**config.mk**
```make
export PLATFORM = sky130hd
export DESIGN_NAME = rbc_ctrl
export DESIGN_NICKNAME = d
export VERILOG_FILES = /design/src/verilog/rbc_pkg.sv /design/src/verilog/rbc_sampler.sv /design/src/verilog/rbc_filter.sv /design/src/verilog/rbc_ctrl.sv
export SDC_FILE = /design/constraint.sdc
export NUM_CORES = 1
export LEC_CHECK = 0
export BUFFER_PORTS_ARGS = -buffer_cell sky130_fd_sc_hd__buf_2
export CAP_MARGIN = 0
export CORE_UTILIZATION = 51
export CTS_BUF_LIST = sky130_fd_sc_hd__clkbuf_4
export CTS_CLUSTER_SIZE = 8
export DETAILED_ROUTE_END_ITERATION = 7
export GPL_ROUTABILITY_DRIVEN = 1
export PLACE_DENSITY = 0.82
export SYNTH_ARGS = -nofsm -noshare
export SYNTH_HDL_FRONTEND = slang
export SYNTH_SLANG_ARGS = --single-unit
export TNS_END_PERCENT = 10
```
**constraint.sdc**
```tcl
create_clock -name mclk -period 2.52 [get_ports mclk]
set_input_delay 0.378 -clock mclk [delete_from_list [all_inputs] [get_ports mclk]]
set_output_delay 0.378 -clock mclk [all_outputs]
set_load 0.1 [all_outputs]
```
**src/verilog/rbc_pkg.sv**
```systemverilog
/*
 * Shared constants for the reset-source and brown-out control block:
 * register indices, field positions, reset values, filter and sampling counts.
 * Assumes a single system clock domain at 250 MHz.
 */
package rbc_pkg;
    // Printed offsets are register indices; the byte address is four times the index
    localparam logic [7:0] RBC_IDX_PWR   = 8'h87;
    localparam logic [7:0] RBC_IDX_AUX   = 8'ha2;
    localparam logic [7:0] RBC_IDX_BOD0  = 8'ha3;
    localparam logic [7:0] RBC_IDX_BOD1  = 8'hab;
    localparam int         RBC_ADDR_W    = 10;

    localparam int RBC_PWR_COLD    = 4;
    localparam int RBC_PWR_RSVD    = 5;
    localparam int RBC_B0_DET_EN   = 7;
    localparam int RBC_B0_THR_LO   = 4;
    localparam int RBC_B0_EVT      = 3;
    localparam int RBC_B0_RST_EN   = 2;
    localparam int RBC_B0_RST_FLAG = 1;
    localparam int RBC_B0_STAT     = 0;
    localparam int RBC_B1_MODE_LO  = 1;
    localparam int RBC_B1_FILT     = 0;
    localparam int RBC_AUX_PIN     = 6;
    localparam int RBC_CFG_DET_EN  = 7;
    localparam int RBC_CFG_THR_LO  = 4;
    localparam int RBC_CFG_RST_EN  = 2;

    localparam logic [7:0]  RBC_PWR_RST      = 8'h00;
    localparam logic [1:0]  RBC_MODE_RST     = 2'h0;
    localparam logic        RBC_FILT_RST     = 1'h1;
    localparam logic [15:0] RBC_RESET_VECTOR = 16'h0000;

    // Counts in system clocks or slow oscillator ticks
    localparam logic [4:0] RBC_PIN_MIN_CYC = 5'h18;
    localparam logic [5:0] RBC_FAST_FILT   = 6'h20;
    localparam logic [5:0] RBC_SLOW_FILT   = 6'h02;
    localparam logic [8:0] RBC_LP1_TICKS   = 9'h010;
    localparam logic [8:0] RBC_LP2_TICKS   = 9'h040;
    localparam logic [8:0] RBC_LP3_TICKS   = 9'h100;

    localparam logic [1:0] RBC_SM_CONT = 2'h0;
    localparam logic [1:0] RBC_SM_LP1  = 2'h1;
    localparam logic [1:0] RBC_SM_LP2  = 2'h2;

    typedef enum logic [1:0] {RBC_PIN_IDLE, RBC_PIN_COUNT, RBC_PIN_RESET} rbc_pin_st_t;

    function automatic logic [8:0] rbc_interval(input logic [1:0] mode);
        unique case (mode)
            RBC_SM_LP1: rbc_interval = RBC_LP1_TICKS;
            RBC_SM_LP2: rbc_interval = RBC_LP2_TICKS;
            default:    rbc_interval = RBC_LP3_TICKS;
        endcase
    endfunction : rbc_interval
endpackage : rbc_pkg

```
**src/verilog/rbc_sampler.sv**
```systemverilog
/*
 * Periodic sampler for the supply detector in its low-power modes.
 * Assumes slow_internal_osc_tick is a one-cycle pulse per slow oscillator period.
 */
`timescale 1ns/1ns
module rbc_sampler import rbc_pkg::*; (
    input  wire logic       mclk,      // System clock
    input  wire logic       rstn,      // Synchronous reset, active low
    input  wire logic       slow_internal_osc_tick, // One pulse per slow oscillator period
    input  wire logic       det_en,    // Detector switched on
    input  wire logic [1:0] mode,      // Sampling mode
    input  wire logic       level_in,  // Synchronised detector level
    output logic            sampled    // Held detector level
);
    logic [8:0] tick_cnt;
    wire logic [8:0] last = rbc_interval(mode) - 9'h001;
    wire logic       cont = (mode == RBC_SM_CONT);
    wire logic       take = cont | (slow_internal_osc_tick & (tick_cnt >= last));

    always_ff @(posedge mclk) begin
        if (!rstn || !det_en || cont) begin
            tick_cnt <= 9'h000;
        end else if (slow_internal_osc_tick) begin
            tick_cnt <= take ? 9'h000 : tick_cnt + 9'h001;
        end
    end

    // Between samples the detector is off, so its last verdict is held
    always_ff @(posedge mclk) begin
        if (!rstn || !det_en) begin
            sampled <= 1'h0;
        end else if (take) begin
            sampled <= level_in;
        end
    end
endmodule : rbc_sampler

```
**src/verilog/rbc_filter.sv**
```systemverilog
/*
 * Noise filter for the detector level: a change must persist for a
 * number of system clocks or slow oscillator ticks before it is passed.
 * Assumes use_fast and slow_internal_osc_tick come from the same clock domain.
 */
`timescale 1ns/1ns
module rbc_filter import rbc_pkg::*; (
    input  wire logic mclk,      // System clock
    input  wire logic rstn,      // Synchronous reset, active low
    input  wire logic slow_internal_osc_tick, // One pulse per slow oscillator period
    input  wire logic filt_en,   // Filter enabled
    input  wire logic use_fast,  // Count system clocks instead of slow ticks
    input  wire logic level_in,  // Sampled detector level
    output logic      level_out  // Filtered detector level
);
    logic [5:0] cnt;
    wire logic [5:0] limit  = use_fast ? RBC_FAST_FILT : RBC_SLOW_FILT;
    wire logic       step   = use_fast | slow_internal_osc_tick;
    wire logic       differ = (level_in != level_out);
    wire logic       done   = step & (cnt == limit - 6'h01);

    always_ff @(posedge mclk) begin
        if (!rstn || !filt_en || !differ) begin
            cnt <= 6'h00;
        end else if (step) begin
            cnt <= done ? 6'h00 : cnt + 6'h01;
        end
    end

    always_ff @(posedge mclk) begin
        if (!rstn) begin
            level_out <= 1'h0;
        end else if (!filt_en || (differ && done)) begin
            level_out <= level_in;
        end
    end
endmodule : rbc_filter

```
**src/verilog/rbc_ctrl.sv**
```systemverilog
/*
 * Reset-source and brown-out control: detector sampling and filtering,
 * brown-out and pin reset generation, sticky source flags, AHB-Lite registers.
 * Assumes rstn is the power-on reset, and that config word, clock status,
 * power state and timed-access window come from logic on mclk.
 */
// Implementation choice: the AHB-Lite interface to the registers.
`timescale 1ns/1ns
module rbc_ctrl import rbc_pkg::*; (
    input  wire logic                  mclk,          // System clock, 250 MHz
    input  wire logic                  rstn,          // Power-on reset, sync, active low
    input  wire logic                  hsel,          // AHB slave select
    input  wire logic [RBC_ADDR_W-1:0] haddr,         // AHB byte address
    input  wire logic [1:0]            htrans,        // AHB transfer type
    input  wire logic                  hwrite,        // AHB write
    input  wire logic [2:0]            hsize,         // AHB size, word only
    input  wire logic [31:0]           hwdata,        // AHB write data
    input  wire logic                  hready,        // AHB bus ready
    output logic                       hreadyout,     // AHB slave ready
    output logic [31:0]                hrdata,        // AHB read data
    output logic                       hresp,         // AHB response, always OKAY
    input  wire logic                  undervolt_raw, // Comparator: supply below threshold
    input  wire logic                  rst_pin_n,     // External reset pin, active low
    input  wire logic                  slow_osc_clk,  // Slow oscillator, as data
    input  wire logic [7:0]            nv_config,     // Nonvolatile config word
    input  wire logic                  clk_is_slow,   // System clock is slow oscillator
    input  wire logic                  cpu_powerdown, // CPU halted in power-down
    input  wire logic                  clk_stable,    // Restarted clock is stable
    input  wire logic                  ta_unlock,     // Timed-access unlock window open
    input  wire logic                  irq_allowed,   // Interrupt enables set
    output logic                       sys_rst_n,     // System reset, active low
    output logic [15:0]                boot_addr,     // Execution start address
    output logic                       clk_wake_req,  // Asynchronous clock restart
    output logic                       undervolt_irq, // Brown-out interrupt request
    output logic [1:0]                 threshold_sel  // Selected detector threshold
);
    function automatic logic hit(input logic [7:0] idx, input logic [7:0] reg_idx);
        hit = (idx == reg_idx);
    endfunction : hit

    // Two-flop synchronisers for detector, pin and slow oscillator
    logic [2:0] sync1;
    logic [2:0] sync2;
    wire logic [2:0] async_in = {slow_osc_clk, rst_pin_n, undervolt_raw};
    // Pin stages reset high, its idle level, so leaving reset shows no false press
    localparam logic [2:0] SYNC_IDLE = 3'h2;
    genvar gi;
    generate
        for (gi = 0; gi < 3; gi++) begin : g_sync
            always_ff @(posedge mclk) begin
                if (!rstn) begin
                    sync1[gi] <= SYNC_IDLE[gi];
                    sync2[gi] <= SYNC_IDLE[gi];
                end else begin
                    sync1[gi] <= async_in[gi];
                    sync2[gi] <= sync1[gi];
                end
            end
        end
    endgenerate
    logic slow_internal_osc_prev;
    always_ff @(posedge mclk) begin
        slow_internal_osc_prev <= rstn ? sync2[2] : 1'h0;
    end
    wire logic below     = sync2[0];
    wire logic pin_low   = ~sync2[1];
    wire logic slow_internal_osc_tick = sync2[2] & ~slow_internal_osc_prev;

    // Register state
    logic [7:0] pwr_bits;
    logic       cold_start_flag;
    logic       detector_enable;
    logic [1:0] thr_sel;
    logic       undervolt_event_flag;
    logic       undervolt_reset_enable;
    logic       undervolt_reset_flag;
    logic [1:0] detector_sampling_mode;
    logic       detector_filter_enable;
    logic       pin_reset_flag;

    // Detector path
    logic sampled;
    logic filtered;
    wire logic use_fast = ~clk_is_slow & (detector_sampling_mode == RBC_SM_CONT)
                        & ~cpu_powerdown;
    rbc_sampler u_sampler (
        .mclk      (mclk),
        .rstn      (rstn),
        .slow_internal_osc_tick (slow_internal_osc_tick),
        .det_en    (detector_enable),
        .mode      (detector_sampling_mode),
        .level_in  (below),
        .sampled   (sampled)
    );
    rbc_filter u_filter (
        .mclk      (mclk),
        .rstn      (rstn),
        .slow_internal_osc_tick (slow_internal_osc_tick),
        .filt_en   (detector_filter_enable),
        .use_fast  (use_fast),
        .level_in  (sampled),
        .level_out (filtered)
    );
    wire logic status = detector_enable & filtered;
    logic status_prev;
    always_ff @(posedge mclk) begin
        status_prev <= rstn ? status : 1'h0;
    end
    wire logic crossing = status ^ status_prev;
    wire logic bor_rst  = status & undervolt_reset_enable;

    // Pin reset detector; the counter only runs once the clock is trusted
    rbc_pin_st_t pin_st;
    rbc_pin_st_t next_pin_st;
    logic [4:0]  pin_cnt;
    wire logic clk_ok  = ~cpu_powerdown | clk_stable;
    wire logic pin_rst = (pin_st == RBC_PIN_RESET);
    always_comb begin
        next_pin_st = pin_st;
        unique case (pin_st)
            RBC_PIN_IDLE:  if (pin_low && clk_ok) next_pin_st = RBC_PIN_COUNT;
            RBC_PIN_COUNT: begin
                if (!pin_low) begin
                    next_pin_st = RBC_PIN_IDLE;
                end else if (pin_cnt == RBC_PIN_MIN_CYC - 5'h01) begin
                    next_pin_st = RBC_PIN_RESET;
                end
            end
            RBC_PIN_RESET: if (!pin_low) next_pin_st = RBC_PIN_IDLE;
        endcase
    end
    always_ff @(posedge mclk) begin
        pin_st  <= rstn ? next_pin_st : RBC_PIN_IDLE;
        pin_cnt <= (rstn && pin_st == RBC_PIN_COUNT) ? pin_cnt + 5'h01 : 5'h01;
    end
    // The pin wakes a stopped clock without waiting for any edge
    assign clk_wake_req = cpu_powerdown & ~rst_pin_n;

    // Merged system reset; hard fault, watchdog and software sources live elsewhere
    always_ff @(posedge mclk) begin
        sys_rst_n <= rstn & ~bor_rst & ~pin_rst;
        boot_addr <= RBC_RESET_VECTOR;
    end
    wire logic any_rst = ~rstn | ~sys_rst_n;

    // AHB-Lite slave: writes without wait, reads with one wait state
    logic       dph_valid;
    logic       dph_write;
    logic       rd_done;
    logic [7:0] dph_idx;
    wire logic take_ap = hsel & hready & htrans[1];
    always_ff @(posedge mclk) begin
        if (!rstn) begin
            dph_valid <= 1'h0;
            dph_write <= 1'h0;
            dph_idx   <= 8'h00;
        end else if (hready) begin
            dph_valid <= take_ap;
            dph_write <= hwrite;
            dph_idx   <= (haddr[1:0] == 2'h0) ? haddr[9:2] : 8'h00;
        end
    end
    wire logic rd_wait = dph_valid & ~dph_write & ~rd_done;
    assign hreadyout = ~rd_wait;
    assign hresp     = 1'h0;
    wire logic wr    = dph_valid & dph_write;
    wire logic wr_pwr  = wr & hit(dph_idx, RBC_IDX_PWR);
    wire logic wr_aux  = wr & hit(dph_idx, RBC_IDX_AUX);
    wire logic wr_bod0 = wr & hit(dph_idx, RBC_IDX_BOD0) & ta_unlock;
    wire logic wr_bod1 = wr & hit(dph_idx, RBC_IDX_BOD1) & ta_unlock;
    wire logic [7:0] wd = hwdata[7:0];

    wire logic [7:0] rd_pwr  = {pwr_bits[7:6], 1'h0, cold_start_flag, pwr_bits[3:0]};
    wire logic [7:0] rd_bod0 = {detector_enable, 1'h0, thr_sel, undervolt_event_flag,
                                undervolt_reset_enable, undervolt_reset_flag, status};
    wire logic [7:0] rd_bod1 = {5'h00, detector_sampling_mode, detector_filter_enable};
    wire logic [7:0] rd_aux  = {1'h0, pin_reset_flag, 6'h00};
    wire logic [7:0] rd_mux  = hit(dph_idx, RBC_IDX_PWR)  ? rd_pwr  :
                               hit(dph_idx, RBC_IDX_BOD0) ? rd_bod0 :
                               hit(dph_idx, RBC_IDX_BOD1) ? rd_bod1 :
                               hit(dph_idx, RBC_IDX_AUX)  ? rd_aux  : 8'h00;
    always_ff @(posedge mclk) begin
        rd_done <= rstn & rd_wait;
        if (!rstn) begin
            hrdata <= 32'h00000000;
        end else if (rd_wait) begin
            hrdata <= {24'h000000, rd_mux};
        end
    end

    // Power control: cold-start flag survives every reset but power-on
    always_ff @(posedge mclk) begin
        if (!rstn) begin
            cold_start_flag <= 1'h1;
        end else if (wr_pwr) begin
            cold_start_flag <= wd[RBC_PWR_COLD];
        end
    end
    always_ff @(posedge mclk) begin
        if (any_rst) begin
            pwr_bits <= RBC_PWR_RST;
        end else if (wr_pwr) begin
            pwr_bits <= wd & ~(8'h01 << RBC_PWR_RSVD) & ~(8'h01 << RBC_PWR_COLD);
        end
    end

    // Primary detector control, reloaded from configuration on every reset
    always_ff @(posedge mclk) begin
        if (any_rst) begin
            detector_enable        <= nv_config[RBC_CFG_DET_EN];
            thr_sel                <= nv_config[RBC_CFG_THR_LO +: 2];
            undervolt_reset_enable <= nv_config[RBC_CFG_RST_EN];
        end else if (wr_bod0) begin
            detector_enable        <= wd[RBC_B0_DET_EN];
            thr_sel                <= wd[RBC_B0_THR_LO +: 2];
            undervolt_reset_enable <= wd[RBC_B0_RST_EN];
        end
    end
    // A crossing in the same cycle as a software clear still sets the flag
    always_ff @(posedge mclk) begin
        if (any_rst) begin
            undervolt_event_flag <= nv_config[RBC_CFG_DET_EN]
                                  & ~nv_config[RBC_CFG_RST_EN] & below;
        end else if (crossing) begin
            undervolt_event_flag <= 1'h1;
        end else if (wr_bod0) begin
            undervolt_event_flag <= wd[RBC_B0_EVT];
        end
    end
    always_ff @(posedge mclk) begin
        if (!rstn) begin
            undervolt_reset_flag <= 1'h0;
        end else if (bor_rst) begin
            undervolt_reset_flag <= 1'h1;
        end else if (wr_bod0) begin
            undervolt_reset_flag <= wd[RBC_B0_RST_FLAG];
        end
    end
    assign undervolt_irq = undervolt_event_flag & irq_allowed;
    assign threshold_sel = thr_sel;

    // Secondary control: filter comes back enabled after reset
    always_ff @(posedge mclk) begin
        if (any_rst) begin
            detector_sampling_mode <= RBC_MODE_RST;
            detector_filter_enable <= RBC_FILT_RST;
        end else if (wr_bod1) begin
            detector_sampling_mode <= wd[RBC_B1_MODE_LO +: 2];
            detector_filter_enable <= wd[RBC_B1_FILT];
        end
    end

    // Pin reset flag: only power-on clears it from hardware, software clears by zero
    always_ff @(posedge mclk) begin
        if (!rstn) begin
            pin_reset_flag <= 1'h0;
        end else if (pin_rst) begin
            pin_reset_flag <= 1'h1;
        end else if (wr_aux) begin
            pin_reset_flag <= pin_reset_flag & wd[RBC_AUX_PIN];
        end
    end
endmodule : rbc_ctrl

```
==> run metrics <==
run status finished with violations; failing checks DRC; Synth area leader dfxtp_1; maximum root-to-sink buffer count 2; share of cells above drive strength 1 17.8%; crit share post-route 90.3%; mapped cell area 0.00342 mm2; fill count 563; Avg Vias per Cell 5.15; All-Layer GR Usage 18.5%; GRT overflow 0; drt pass-1 iters 6; input/output buffers 49; Initial Util 53.3%; DRT met1 WL 2860 um; f_max 0.439 GHz; Placer Congestion 0.777; kind of start point of the critical path flip-flop; final hold vios 0; # diodes 0; final WL 6280 um; Avg Synthesized Cell Area 9.08 um2; post-cts resize count 0; LEAKAGE 1.49 nW; count leader, synth dfxtp_1; number of synthesized flops with an enable pin 5; Mapped Cells 377; Nets 504; RSZ-0062 raised after global routing false; Root Driver clkbuf_4; DR WL/cell 12.4 um; met3 WL 351 um; chip width 83.9 um; final core utilization 57.3%; YS warnings 0; Crit Path Max Fanout 9; worst hold-check path type in -> reg; Core ar. 0.00642 mm2; fraction of registers with async set/reset 0%; largest net degree at the start of global routing 22; area share of the leading cell type in the synthesized netlist 37.4%; CP Capture Type flip-flop; met2 WL 3000 um; worst path arrival time 2.62 ns; Top FF cell, synth dfxtp_1; Worst Tran Pin Value 0.656 ns; TritonCTS buffer count 9; synth top area cells dfxtp_1 (37%), buf_4 (9.6%), nand3_1 (4.8%); synth cell count leaders dfxtp_1 (64), buf_4 (44), nor2_1 (38), nand3_1 (33), nand2_1 (21); distinct cell type count after synthesis 51; IO Pins 123; max-slew violation count 0; initial antenna violation count 0; chip height 83.9 um; First DRT Iteration DRCs 190; vias in the first global route 2293; Slew HR 56.2%; Tmin final 2.28 ns; pwr dens 621 mW/mm2; Worst EP required 2.86 ns; H-Tree Depth 3; max-cap violations 0; num rows 29; FF+latch count, synth 69; highest metal used met4; skew final 0.0161 ns; clock slew at reported path FFs 0.11 ns; hold_ws 0.162 ns; DRC 20; CTS Hold Bufs 0; Setup Viol. Count Final 0; Antenna Nets Post-Route 0; first-pass GRT wire length 10400 um; Seq/Total Area, Yosys 41.8%; clock latency on the worst-skew pair 0.41 ns; via count 2600; die area 0.00705 mm2; post-DP HPWL 4640 um; Clock Sinks 69; peak supply drop 377 uV; post-CTS setup buffer count 0; setup TNS 0 ns; kind of critical path reg -> reg; TritonCTS clock tree done; Area growth, synth to finish 7.42%
-- state kept, by name, indices dropped and copies added (netlist names), 3 cells and up --
name / flops
u_filter.cnt: 6
pin_cnt: 5
dph_idx: 8
sync1: 3
hrdata: 8
pwr_bits: 6
u_sampler.tick_cnt: 9
-- power by group --
group | internal, mW | switching (mW) | leakage [nW]
registers | 1.13 | 0.0207 | 0.570
clock network | 0.303 | 0.377 | 0.0705
logic | 0.0617 | 0.392 | 0.852
total | 1.50 | 0.789 | 1.49
-- worst paths after layout --
path	start	endpoint	slack, ns	cells past startpoint
worst min-delay path	rst_pin_n	sync1[1]$_SDFF_PN1_	0.16	2
worst min register to register	sync1[1]$_SDFF_PN1_	sync2[1]$_SDFF_PN1_	0.43	1
worst max-delay path	detector_sampling_mode[0]$_SDFFE_PN0P_	u_sampler.tick_cnt[1]$_SDFFE_PP0P_	0.24	8
worst max register to register	detector_sampling_mode[0]$_SDFFE_PN0P_	u_sampler.tick_cnt[1]$_SDFFE_PP0P_	0.24	8
-- kinds of logic (layout without fill, tap and decap cells) --
logic type / Yosys count / count (layout) / synth area share (%)
buf+inv: 66 / 77 / 12.3
mux: 18 / 18 / 5.41
xor+xnor: 18 / 18 / 4.60
fa+ha+maj: 13 / 13 / 4.75
flops: 69 / 69 / 41.8
other cells: 2 / 42 / 0.219
simple gates: 147 / 147 / 22.7
compound gates: 44 / 44 / 8.15
-- metrics by stage --
step           instance area [um2]  total power, mW  setup WS (ns)  cells
6_report                      3680             2.28          0.244    505
2_1_floorplan                 3570             1.62          0.429    417
4_1_cts                       3680             2.30          0.232    505
3_5_place_dp                  3550             1.63          0.271    489
5_1_grt                       3680             2.38         0.0508    505
3_3_place_gp                  3550             1.62          0.301    489
-- area by class of cell --
type | instances | area (um2) | share of cell area, %
clock buffer | 10 | 75.1 | 2.04
clock inverter | 6 | 53.8 | 1.46
inverter | 9 | 33.8 | 0.918
multi-input combinational | 282 | 1720 | 46.8
sequential | 69 | 1430 | 38.9
tap | 77 | 96.3 | 2.62
timing repair buffer | 52 | 268 | 7.28
-- routing by layer --
layer	up-vias	global-route usage [%]
li1	1299	-
met4	0	7.05
met5	-	0
met1	1199	23.6
met3	7	4.35
met2	95	30.3
-- layout by cell type (no fill, tap or decap), types with 2 or more instances in the layout --
| cell | netlist | routed |
|---|---|---|
| edfxtp_1 | 5 | 5 |
| clkinv_1 | 0 | 4 |
| nand2_1 | 21 | 21 |
| clkbuf_4 | 0 | 10 |
| a22oi_1 | 3 | 3 |
| nor2_1 | 38 | 38 |
| and3_1 | 4 | 4 |
| a22o_1 | 3 | 3 |
| dfxtp_1 | 64 | 64 |
| nand2b_1 | 11 | 11 |
| buf_4 | 44 | 3 |
| o21a_1 | 2 | 2 |
| nor3b_1 | 2 | 2 |
| mux2_2 | 4 | 4 |
| o21ai_0 | 7 | 7 |
| ha_1 | 13 | 13 |
| nand3_1 | 33 | 33 |
| inv_1 | 8 | 8 |
| and3b_1 | 3 | 3 |
| xor2_1 | 13 | 13 |
| nor3b_2 | 3 | 3 |
| a21oi_1 | 19 | 19 |
| conb_1 | 2 | 42 |
| buf_2 | 2 | 49 |
| and4_1 | 2 | 2 |
| and2_1 | 6 | 6 |
| nand3b_1 | 2 | 2 |
| mux2i_1 | 14 | 14 |
| nor3_1 | 3 | 3 |
| nand4_1 | 7 | 7 |
| nand4b_1 | 2 | 2 |
| xnor2_1 | 5 | 5 |
| nor2b_1 | 3 | 3 |
-- critical path, stage by stage, from the launching register on --
cell and delay, ns:
dfxtp_1 0.43, inv_1 0.07, ha_1 0.33, ha_1 0.30, a21oi_1 0.15, o221ai_1 0.14, a221oi_2 0.41, nand3_2 0.23
a21oi_1 0.16
Power figures use the tool's default switching activity.
